**src/design/rcar_pkg.sv**
```systemverilog
package rcar_pkg;

  // ==========================================================
  // register indices (byte address is four times the index)
  localparam logic [13:0] CFG_IDX      = 14'h0f3f;
  localparam logic [13:0] VAL_HIGH_IDX = 14'h0f30;
  localparam logic [13:0] VAL_LOW_IDX  = 14'h0f31;
  localparam logic [13:0] ALM_SET_IDX  = 14'h0f32;
  localparam logic [13:0] ALM_RPT_IDX  = 14'h0f33;
  localparam logic [13:0] PAD_SET_IDX  = 14'h0f34;
  localparam logic [13:0] IRQ_STA_IDX  = 14'h0f35;
  localparam logic [13:0] IRQ_MSK_IDX  = 14'h0f36;

  // ==========================================================
  // field positions
  localparam int CFG_TON_BIT    = 7;
  localparam int CFG_UNLOCK_BIT = 5;
  localparam int CFG_ROLL_BIT   = 4;
  localparam int CFG_HALF_BIT   = 3;
  localparam int CFG_OE_BIT     = 2;
  localparam int ALM_ON_BIT     = 7;
  localparam int ALM_ENDLESS_BIT = 6;
  localparam int PAD_LPRUN_BIT  = 2;

  // ==========================================================
  // reset values and codes
  localparam logic [7:0] CFG_RST     = 8'h00;
  localparam logic [7:0] ALM_SET_RST = 8'h00;
  localparam logic [7:0] ALM_RPT_RST = 8'h00;
  localparam logic [7:0] PAD_SET_RST = 8'h00;
  localparam logic [7:0] RPT_MAX     = 8'hff;
  localparam logic [3:0] ALM_SINGLE  = 4'h0;
  localparam logic [1:0] SRC_PULSE   = 2'h0;
  localparam logic [1:0] SRC_SECONDS = 2'h1;
  localparam logic [1:0] RESP_OKAY   = 2'h0;
  localparam logic [1:0] RESP_SLVERR = 2'h2;
  localparam logic [7:0] SEC_WRAP    = 8'h3b;

  // ==========================================================
  // timing
  localparam longint SECOND_NS      = 1000000000;
  localparam longint MCLK_PERIOD_NS = 4;
  localparam int     TICKS_PER_SEC  = int'(SECOND_NS / MCLK_PERIOD_NS);
  localparam int     ROLL_WINDOW    = 32;
  localparam int     PRESC_W        = 28;

  // ==========================================================
  // AXI4-Lite carriers
  typedef struct packed {
    logic        awvalid;
    logic [31:0] awaddr;
    logic        wvalid;
    logic [31:0] wdata;
    logic [3:0]  wstrb;
    logic        bready;
    logic        arvalid;
    logic [31:0] araddr;
    logic        rready;
  } rcar_axi_req_s;

  typedef struct packed {
    logic        awready;
    logic        wready;
    logic        bvalid;
    logic [1:0]  bresp;
    logic        arready;
    logic        rvalid;
    logic [31:0] rdata;
    logic [1:0]  rresp;
  } rcar_axi_rsp_s;

endpackage

```
**src/design/rcar_sync.sv**
```systemverilog
`timescale 1ns/1ps
module rcar_sync
  import rcar_pkg::*;
(
  // clock and reset
  input  wire logic mclk,
  input  wire logic rst_n,
  // level in and out
  input  wire logic asyncIn,
  output logic      syncOut
);

  logic stage1Reg;

  // first stage feeds only the second
  always_ff @(posedge mclk or negedge rst_n)
  begin
    if (!rst_n)
    begin
      stage1Reg <= 1'b0;
      syncOut   <= 1'b0;
    end
    else
    begin
      stage1Reg <= asyncIn;
      syncOut   <= stage1Reg;
    end
  end

endmodule

```
**src/design/rcar_top.sv**
```systemverilog
// Summary of operation
// timekeeper_on only writable while value_write_unlock is one
// second_half_flag read-only, zeroed by write of seconds byte
// config register reset by power-on reset only
// setup field zero and endless clear gives a single alarm
// eight-bit repeat count, ff gives 255 extra alarms
// each alarm decrements count; at zero one last alarm occurs
// after the last non-endless alarm alarm_on clears itself
// endless repeat keeps alarm on, count wraps zero to ff
// every alarm event sets the interrupt flag; irq is raised only while the mask is one
// alarm pulse toggles per alarm, half rate, 50% duty
// pin_source_select 00 picks alarm pulse, else seconds clock
// optional running in low power; alarm wakes the processor
// device reset clears alarm setup and repeat count
// device reset does not stop a running timekeeper
// prescaler cleared only by writing seconds, never by reset
// value pointer picks pair, decrements per high-byte access, stops at zero
// rollover_pending set near a carry so software reads twice
// pin_output_on gates the selected source onto the pin
`timescale 1ns/1ps
module rcar_top
  import rcar_pkg::*;
#(
  parameter int unsigned ticksPerSec = TICKS_PER_SEC
)
(
  // clock and power-on reset
  input  wire logic          mclk,
  input  wire logic          rst_n,
  // device reset pin
  input  wire logic          devRst_n,
  // register bus
  input  wire rcar_axi_req_s axiReq,
  output rcar_axi_rsp_s      axiRsp,
  // alarm match and power state
  input  wire logic          alarmMatch,
  input  wire logic          lowPower,
  // outputs
  output logic               irq,
  output logic               wakeReq,
  output logic               rtcPin,
  output logic               rtcPinOe
);

  // ==========================================================
  // device reset synchroniser
  logic devRstSync_n;

  rcar_sync uDevRst (
    .mclk    (mclk),
    .rst_n   (rst_n),
    .asyncIn (devRst_n),
    .syncOut (devRstSync_n)
  );

  logic devReset;
  assign devReset = !devRstSync_n;

  // ==========================================================
  // bus slave state
  logic        awGotReg;
  logic        wGotReg;
  logic [13:0] wrIdxReg;
  logic [31:0] wrDataReg;
  logic        wrStrbReg;
  logic        awreadyReg;
  logic        wreadyReg;
  logic        bvalidReg;
  logic [1:0]  brespReg;
  logic        arreadyReg;
  logic        rvalidReg;
  logic [31:0] rdataReg;
  logic [1:0]  rrespReg;

  logic        wrFire;
  logic        rdFire;
  logic [13:0] rdIdx;
  logic        wrByte;
  logic [7:0]  wrVal;

  assign wrFire = awGotReg && wGotReg && !bvalidReg;
  assign rdFire = axiReq.arvalid && arreadyReg;
  assign rdIdx  = axiReq.araddr[15:2];
  assign wrByte = wrFire && wrStrbReg;
  assign wrVal  = wrDataReg[7:0];

  // ==========================================================
  // block state
  logic        tonReg;
  logic        unlockReg;
  logic        oeReg;
  logic [1:0]  ptrReg;
  logic [7:0]  almSetReg;
  logic [7:0]  rptReg;
  logic [7:0]  padSetReg;
  logic        irqStaReg;
  logic        irqMskReg;
  logic        pulseReg;
  logic [15:0] valReg [4];
  logic [PRESC_W-1:0] prescReg;

  logic [PRESC_W-1:0] prescLast;
  logic [PRESC_W-1:0] prescHalf;
  logic [PRESC_W-1:0] prescRoll;
  logic        run;
  logic        tick;
  logic        second_half_flag;
  logic        rollover;
  logic        alarmEvt;
  logic        secWrite;
  logic        valWrHigh;
  logic        valWrLow;
  logic        valRdHigh;

  assign prescLast = PRESC_W'(ticksPerSec - 1);
  assign prescHalf = PRESC_W'(ticksPerSec / 2);
  assign prescRoll = PRESC_W'(ticksPerSec - 1 - ROLL_WINDOW);

  // low power run
  assign run = tonReg && (!lowPower || padSetReg[PAD_LPRUN_BIT]);
  assign tick = run && (prescReg == prescLast);
  // flag follows prescaler
  assign second_half_flag = prescReg >= prescHalf;
  // carry window
  assign rollover = tonReg && (prescReg >= prescRoll);
  assign alarmEvt = alarmMatch && almSetReg[ALM_ON_BIT];

  assign valWrHigh = wrByte && unlockReg && (wrIdxReg == VAL_HIGH_IDX);
  assign valWrLow  = wrByte && unlockReg && (wrIdxReg == VAL_LOW_IDX);
  assign valRdHigh = rdFire && (rdIdx == VAL_HIGH_IDX);
  assign secWrite  = valWrLow && (ptrReg == 2'h0);

  // ==========================================================
  // write channels
  always_ff @(posedge mclk or negedge rst_n)
  begin
    if (!rst_n)
    begin
      awGotReg   <= 1'b0;
      wGotReg    <= 1'b0;
      wrIdxReg   <= 14'h0000;
      wrDataReg  <= 32'h0000_0000;
      wrStrbReg  <= 1'b0;
      awreadyReg <= 1'b0;
      wreadyReg  <= 1'b0;
      bvalidReg  <= 1'b0;
      brespReg   <= RESP_OKAY;
    end
    else
    begin
      if (axiReq.awvalid && awreadyReg)
      begin
        awGotReg   <= 1'b1;
        awreadyReg <= 1'b0;
        wrIdxReg   <= axiReq.awaddr[15:2];
      end
      else if (!awGotReg && !bvalidReg)
      begin
        awreadyReg <= 1'b1;
      end
      if (axiReq.wvalid && wreadyReg)
      begin
        wGotReg   <= 1'b1;
        wreadyReg <= 1'b0;
        wrDataReg <= axiReq.wdata;
        wrStrbReg <= axiReq.wstrb[0];
      end
      else if (!wGotReg && !bvalidReg)
      begin
        wreadyReg <= 1'b1;
      end
      if (wrFire)
      begin
        awGotReg  <= 1'b0;
        wGotReg   <= 1'b0;
        bvalidReg <= 1'b1;
        brespReg  <= ((wrIdxReg >= VAL_HIGH_IDX && wrIdxReg <= IRQ_MSK_IDX)
                      || wrIdxReg == CFG_IDX) ? RESP_OKAY : RESP_SLVERR;
      end
      else if (bvalidReg && axiReq.bready)
      begin
        bvalidReg <= 1'b0;
      end
    end
  end

  // ==========================================================
  // read channel
  always_ff @(posedge mclk or negedge rst_n)
  begin
    if (!rst_n)
    begin
      arreadyReg <= 1'b0;
      rvalidReg  <= 1'b0;
      rdataReg   <= 32'h0000_0000;
      rrespReg   <= RESP_OKAY;
    end
    else if (rdFire)
    begin
      arreadyReg <= 1'b0;
      rvalidReg  <= 1'b1;
      rrespReg   <= RESP_OKAY;
      unique case (rdIdx)
        CFG_IDX:
          rdataReg <= {24'h000000, tonReg, 1'b0, unlockReg, rollover, second_half_flag,
                       oeReg, ptrReg};
        VAL_HIGH_IDX: rdataReg <= {24'h000000, valReg[ptrReg][15:8]};
        VAL_LOW_IDX:  rdataReg <= {24'h000000, valReg[ptrReg][7:0]};
        ALM_SET_IDX:  rdataReg <= {24'h000000, almSetReg};
        ALM_RPT_IDX:  rdataReg <= {24'h000000, rptReg};
        PAD_SET_IDX:  rdataReg <= {24'h000000, padSetReg};
        IRQ_STA_IDX:  rdataReg <= {31'h00000000, irqStaReg};
        IRQ_MSK_IDX:  rdataReg <= {31'h00000000, irqMskReg};
        default:
        begin
          rdataReg <= 32'h0000_0000;
          rrespReg <= RESP_SLVERR;
        end
      endcase
    end
    else if (rvalidReg && axiReq.rready)
    begin
      rvalidReg  <= 1'b0;
      arreadyReg <= 1'b1;
    end
    else if (!rvalidReg)
    begin
      arreadyReg <= 1'b1;
    end
  end

  // ==========================================================
  // configuration, power-on reset only
  // no device reset here
  always_ff @(posedge mclk or negedge rst_n)
  begin
    if (!rst_n)
    begin
      tonReg    <= CFG_RST[CFG_TON_BIT];
      unlockReg <= CFG_RST[CFG_UNLOCK_BIT];
      oeReg     <= CFG_RST[CFG_OE_BIT];
      padSetReg <= PAD_SET_RST;
    end
    else if (wrByte && wrIdxReg == CFG_IDX)
    begin
      // guarded by current unlock
      if (unlockReg)
      begin
        tonReg <= wrVal[CFG_TON_BIT];
      end
      unlockReg <= wrVal[CFG_UNLOCK_BIT];
      oeReg     <= wrVal[CFG_OE_BIT];
    end
    else if (wrByte && wrIdxReg == PAD_SET_IDX)
    begin
      padSetReg <= wrVal;
    end
  end

  // ==========================================================
  // value pointer
  always_ff @(posedge mclk or negedge rst_n)
  begin
    if (!rst_n)
    begin
      ptrReg <= CFG_RST[1:0];
    end
    else if (wrByte && wrIdxReg == CFG_IDX)
    begin
      ptrReg <= wrVal[1:0];
    end
    // step down after high access
    else if ((valRdHigh || valWrHigh) && ptrReg != 2'h0)
    begin
      ptrReg <= ptrReg - 2'h1;
    end
  end

  // ==========================================================
  // prescaler: never reset, so a seconds write must precede use
  // cleared by seconds write only
  always_ff @(posedge mclk)
  begin
    if (secWrite)
    begin
      prescReg <= '0;
    end
    else if (run)
    begin
      prescReg <= tick ? '0 : prescReg + PRESC_W'(1);
    end
  end

  // ==========================================================
  // value pairs; only minutes and seconds count here
  // counting ignores device reset
  always_ff @(posedge mclk or negedge rst_n)
  begin
    if (!rst_n)
    begin
      for (int i = 0; i < 4; i++)
      begin
        valReg[i] <= 16'h0000;
      end
    end
    else if (valWrHigh)
    begin
      valReg[ptrReg][15:8] <= wrVal;
    end
    else if (valWrLow)
    begin
      valReg[ptrReg][7:0] <= wrVal;
    end
    else if (tick)
    begin
      if (valReg[0][7:0] >= SEC_WRAP)
      begin
        valReg[0][7:0]  <= 8'h00;
        valReg[0][15:8] <= (valReg[0][15:8] >= SEC_WRAP) ? 8'h00
                           : valReg[0][15:8] + 8'h01;
      end
      else
      begin
        valReg[0][7:0] <= valReg[0][7:0] + 8'h01;
      end
    end
  end

  // ==========================================================
  // alarm setup and repeat count
  always_ff @(posedge mclk or negedge rst_n)
  begin
    if (!rst_n)
    begin
      almSetReg <= ALM_SET_RST;
      rptReg    <= ALM_RPT_RST;
    end
    // device reset disarms
    else if (devReset)
    begin
      almSetReg <= ALM_SET_RST;
      rptReg    <= ALM_RPT_RST;
    end
    else
    begin
      if (wrByte && wrIdxReg == ALM_SET_IDX)
      begin
        almSetReg <= wrVal;
      end
      // full eight-bit load
      if (wrByte && wrIdxReg == ALM_RPT_IDX)
      begin
        rptReg <= wrVal;
      end
      if (alarmEvt)
      begin
        // single alarm mode
        if (almSetReg[5:2] == ALM_SINGLE && !almSetReg[ALM_ENDLESS_BIT])
        begin
          almSetReg[ALM_ON_BIT] <= 1'b0;
        end
        else if (rptReg != 8'h00)
        begin
          // count down
          rptReg <= rptReg - 8'h01;
        end
        else if (almSetReg[ALM_ENDLESS_BIT])
        begin
          // wrap and continue
          rptReg <= RPT_MAX;
        end
        else
        begin
          // last alarm switches off
          almSetReg[ALM_ON_BIT] <= 1'b0;
        end
      end
    end
  end

  // ==========================================================
  // interrupt status and mask, set wins over clear
  always_ff @(posedge mclk or negedge rst_n)
  begin
    if (!rst_n)
    begin
      irqStaReg <= 1'b0;
      irqMskReg <= 1'b0;
      irq       <= 1'b0;
    end
    else
    begin
      // flag every alarm
      if (alarmEvt)
      begin
        irqStaReg <= 1'b1;
      end
      else if (wrByte && wrIdxReg == IRQ_STA_IDX && wrVal[0])
      begin
        irqStaReg <= 1'b0;
      end
      if (wrByte && wrIdxReg == IRQ_MSK_IDX)
      begin
        irqMskReg <= wrVal[0];
      end
      irq <= irqStaReg && irqMskReg;
    end
  end

  // ==========================================================
  // alarm pulse, wake and pin
  always_ff @(posedge mclk or negedge rst_n)
  begin
    if (!rst_n)
    begin
      pulseReg <= 1'b0;
      wakeReq  <= 1'b0;
      rtcPin   <= 1'b0;
      rtcPinOe <= 1'b0;
    end
    else
    begin
      // toggle per alarm
      if (alarmEvt)
      begin
        pulseReg <= !pulseReg;
      end
      // wake on alarm
      wakeReq <= alarmEvt && lowPower;
      // gate onto pin
      rtcPinOe <= oeReg;
      // source select
      if (!oeReg)
      begin
        rtcPin <= 1'b0;
      end
      else if (padSetReg[1:0] == SRC_PULSE)
      begin
        rtcPin <= pulseReg;
      end
      else
      begin
        rtcPin <= second_half_flag;
      end
    end
  end

  assign axiRsp.awready = awreadyReg;
  assign axiRsp.wready  = wreadyReg;
  assign axiRsp.bvalid  = bvalidReg;
  assign axiRsp.bresp   = brespReg;
  assign axiRsp.arready = arreadyReg;
  assign axiRsp.rvalid  = rvalidReg;
  assign axiRsp.rdata   = rdataReg;
  assign axiRsp.rresp   = rrespReg;

endmodule

```
**config.mk**
```make
export PLATFORM = sky130hd
export DESIGN_NAME = rcar_top
export DESIGN_NICKNAME = d
export VERILOG_FILES = /design/src/design/rcar_pkg.sv /design/src/design/rcar_sync.sv /design/src/design/rcar_top.sv
export SDC_FILE = /design/constraint.sdc
export NUM_CORES = 1
export LEC_CHECK = 0
export ABC_AREA = 1
export BUFFER_PORTS_ARGS = -buffer_cell sky130_fd_sc_hd__buf_2
export CORE_MARGIN = 10
export CORE_UTILIZATION = 43
export CTS_BUF_LIST = sky130_fd_sc_hd__clkbuf_4
export DETAILED_ROUTE_END_ITERATION = 16
export GPL_ROUTABILITY_DRIVEN = 0
export HOLD_SLACK_MARGIN = 0.1
export PLACE_DENSITY_LB_ADDON = 0.1
export SLEW_MARGIN = 40
export SYNTH_ARGS = -nofsm -noshare
export SYNTH_HDL_FRONTEND = slang
export SYNTH_SLANG_ARGS = --single-unit
export TNS_END_PERCENT = 20
```
**constraint.sdc**
```tcl
create_clock -name mclk -period 1.8 [get_ports mclk]
set_input_delay 0.27 -clock mclk [delete_from_list [all_inputs] [get_ports mclk]]
set_output_delay 0.27 -clock mclk [all_outputs]
set_load 0.03 [all_outputs]
```
==> results_dict.tcl <==
set metrics [dict create \
    grt_max_degree 48 \
    synth.top_cell.area_share_pct 36.4 \
    clock_skew_ns 0.0348 \
    numCtsBuffers 17 \
    cts_max_path_buffers 2 \
    period_share_pct 94.8 \
    ys_warn_count 0 \
    rsz0062_at_grt "yes" \
    cp-start-kind "flop" \
    wl_um 27800 \
    drtIter0Drc 637 \
    status "finished clean" \
    relSlewSlack_pct 64.2 \
    synth.cell_area_um2 9770 \
    rows 55 \
    final_area_um2 11500 \
    num_vias 8828 \
    async_flop_share_pct 83.5 \
    drc 0 \
    tritoncts "yes" \
    worstPathArrival_ns 2.22 \
    core_um2 22500 \
    power.density_nw_per_um2 772 \
    power_frac_seq_pct 50.3 \
    dp_hpwl_um 20500 \
    peakVddDrop_uv 538 \
    max_cap_violations 0 \
    ys_types 46 \
    ant_nets 0 \
    die_area_um2 29100 \
    fillCellCount 2273 \
    ios 155 \
    synth_edf_count 0 \
    worst_ep_required_time_ns 2.32 \
    fin_hold_ws_ns 0.150 \
    globalRouteOverflowTotal 0 \
    comb_power_share_pct 22.6 \
    tightest_slew_ns 0.536 \
    via_per_inst 4.98 \
    grt_pass1_vias 8681 \
    switchingPower_w 0.00333 \
    h-tree-depth 4 \
    netlist_instances 1325 \
    first_pass_iters 5 \
    wl_per_cell_um 15.7 \
    port_buffers 65 \
    nNetsFinal 1591 \
    grt_pass1_wl_um 44800 \
    yosysMostFrequentCell "nand2_1" \
    synth_area_leaders "dfrtp_1, nand2_1, nor2_1" \
    avgSynthCellArea_um2 7.37 \
    drive_gt1_share_pct 19.7 \
    worst-path-max-fanout 40 \
    crit_chain "inv_1, buf_12, ha_4, inv_1, buf_4, nor2_4, inv_2, nand3b_1, inv_1" \
    yosys.area.top_type "dfrtp_1" \
    internal-power_w 0.00556 \
    ys_seq_area_share_pct 42.1 \
    p_leak_nw 5.78 \
    p_clk_share_pct 27.1 \
    multiInputGateArea_um2 4910 \
    critPathMostFrequentCell "inv_1" \
    min_period_ns 1.71 \
    place_area_um2 10600 \
    drv_slew 0 \
    ys_ff_latch 170 \
    area_growth_syn_to_layout_pct 17.9 \
    track_usage_pct 19.3 \
    critPathKind "flop to flop" \
    hold_path_class "input pin to flop" \
    yosys_most_used_dff "dfrtp_1" \
    ys_top_cells_by_count "nand2_1, nor2_1, dfrtp_1, inv_1, nand3_1" \
    cts_sinks 170 \
    switching_share_pct 37.4 \
    initial_utilization_pct 43.4 \
    clkTransAtPathRegs_ns 0.17 \
    clock-root-buffer "clkbuf_4" \
    setup_viol 0 \
    timing.fmax_mhz 586 \
    chipHeight_um 171 \
    antenna_found_initial 1 \
    die_width_um 171 \
    end_kind "flop" \
    insertion_delay_ns 0.60 \
    crit_path_max_incr_delay_ns 0.43 \
    regArea_um2 4120 \
    critPathSlowestCell "dfrtp_1" \
    hold_viol_final 0 \
]
[registers in the layout (all words and copies together), names as in the netlist, 2 cells and up]
signal / flops
valReg: 64
wrIdxReg: 14
padSetReg: 8
wrDataReg: 8
rdataReg: 8
almSetReg: 8
rptReg: 8
ptrReg: 2
prescReg: 28
[cell usage in the layout (no fill, tap or decap), types with 17 or more instances in the layout]
master,instances
dfxtp_1,24
buf_2,64
a21oi_1,35
dlygate4sd3_1,32
dfrtp_1,140
nor2_2,25
o21ai_1,51
nor2_1,148
inv_1,136
nand3_1,93
nand2_1,344
buf_4,61
conb_1,26
clkbuf_4,17
o21ai_0,82
[per-layer routing]
metal  part of all wire (%)  track usage, %
met4                    1.6            5.91
met3                    5.1            3.50
met1                     47            25.6
met2                     46            31.3
met5                      0               0
[cells by family after synthesis]
| family | Yosys count | share of synthesized area (%) |
|---|---|---|
| and+or+nand+nor | 702 | 32.1 |
| AOI/OAI and AO/OA | 212 | 12.2 |
| buffers and inverters | 211 | 10.3 |
| DFF | 170 | 42.1 |
| adders and majority gates | 10 | 1.28 |
| xor gates and xnor gates | 10 | 0.897 |
| muxes | 9 | 1.04 |
| other | 1 | 0.0384 |
[final timing paths]
kind,to,start,cells past startpoint,slack [ns]
min in group asynchronous,almSetReg[5]$_DFFE_PN0P_,rst_n,2,0.18
hold / removal,rdataReg[4]$_DFFE_PN0P_,axiReq[33],4,0.15
max in group asynchronous,wrDataReg[1]$_DFFE_PN0P_,rst_n,3,0.98
setup reg to reg,prescReg[8]$_SDFFE_PP0P_,ptrReg[0]$_DFFE_PN0P_,9,0.09
setup / recovery,prescReg[8]$_SDFFE_PP0P_,ptrReg[0]$_DFFE_PN0P_,9,0.09
hold reg to reg,uDevRst.syncOut$_DFF_PN0_,uDevRst.stage1Reg$_DFF_PN0_,0,0.38
[final cells by class]
type,count,area share (%)
multi-input combinational,969,42.7
sequential,170,35.8
timing repair buffer,165,10.8
inverter,148,4.99
tap,285,3.10
clock inverter,15,1.55
clock buffer,17,1.11
antenna,2,0.0435
[power groups by stage]
stage               logic, W  clock network, W  registers (W)
global route         0.00222           0.00260        0.00452
floorplan            0.00116                 0        0.00446
finish               0.00201           0.00241        0.00447
CTS                  0.00200           0.00248        0.00446
global placement     0.00189                 0        0.00452
detailed placement   0.00192                 0        0.00453
[what timing repair did]
item	CTS	global route
hold endpoints to repair	174	0
setup endpoints to repair	7	73
hold buffers	32	0
pin swaps	1	17
resized for setup	3	53
setup buffers	0	10
[critical path: cells and delay by family, from the launching register on]
kind                     cells  cell delay (ns)
buffers and inverters        6             0.69
adder cells (fa/ha/maj)      1             0.25
AND/OR/NAND/NOR              2             0.27
flip-flops                   1             0.43
[metrics by stage]
step / util, % / setup slack, ns / setup TNS [ns] / std cells / total power (W)
after floorplan: - / 0.0512 / 0 / 1350 / 0.00563
after global placement: 47.2 / -0.0132 / -0.0297 / 1695 / 0.00641
after detailed placement: 47.2 / -0.00676 / -0.00676 / 1695 / 0.00644
after CTS: 50.0 / -0.00263 / -0.00263 / 1759 / 0.00894
after global routing: 51.2 / -0.0556 / -0.366 / 1771 / 0.00934
final: 51.2 / 0.0927 / 0 / 1771 / 0.00889
Power figures use the tool's default switching activity.
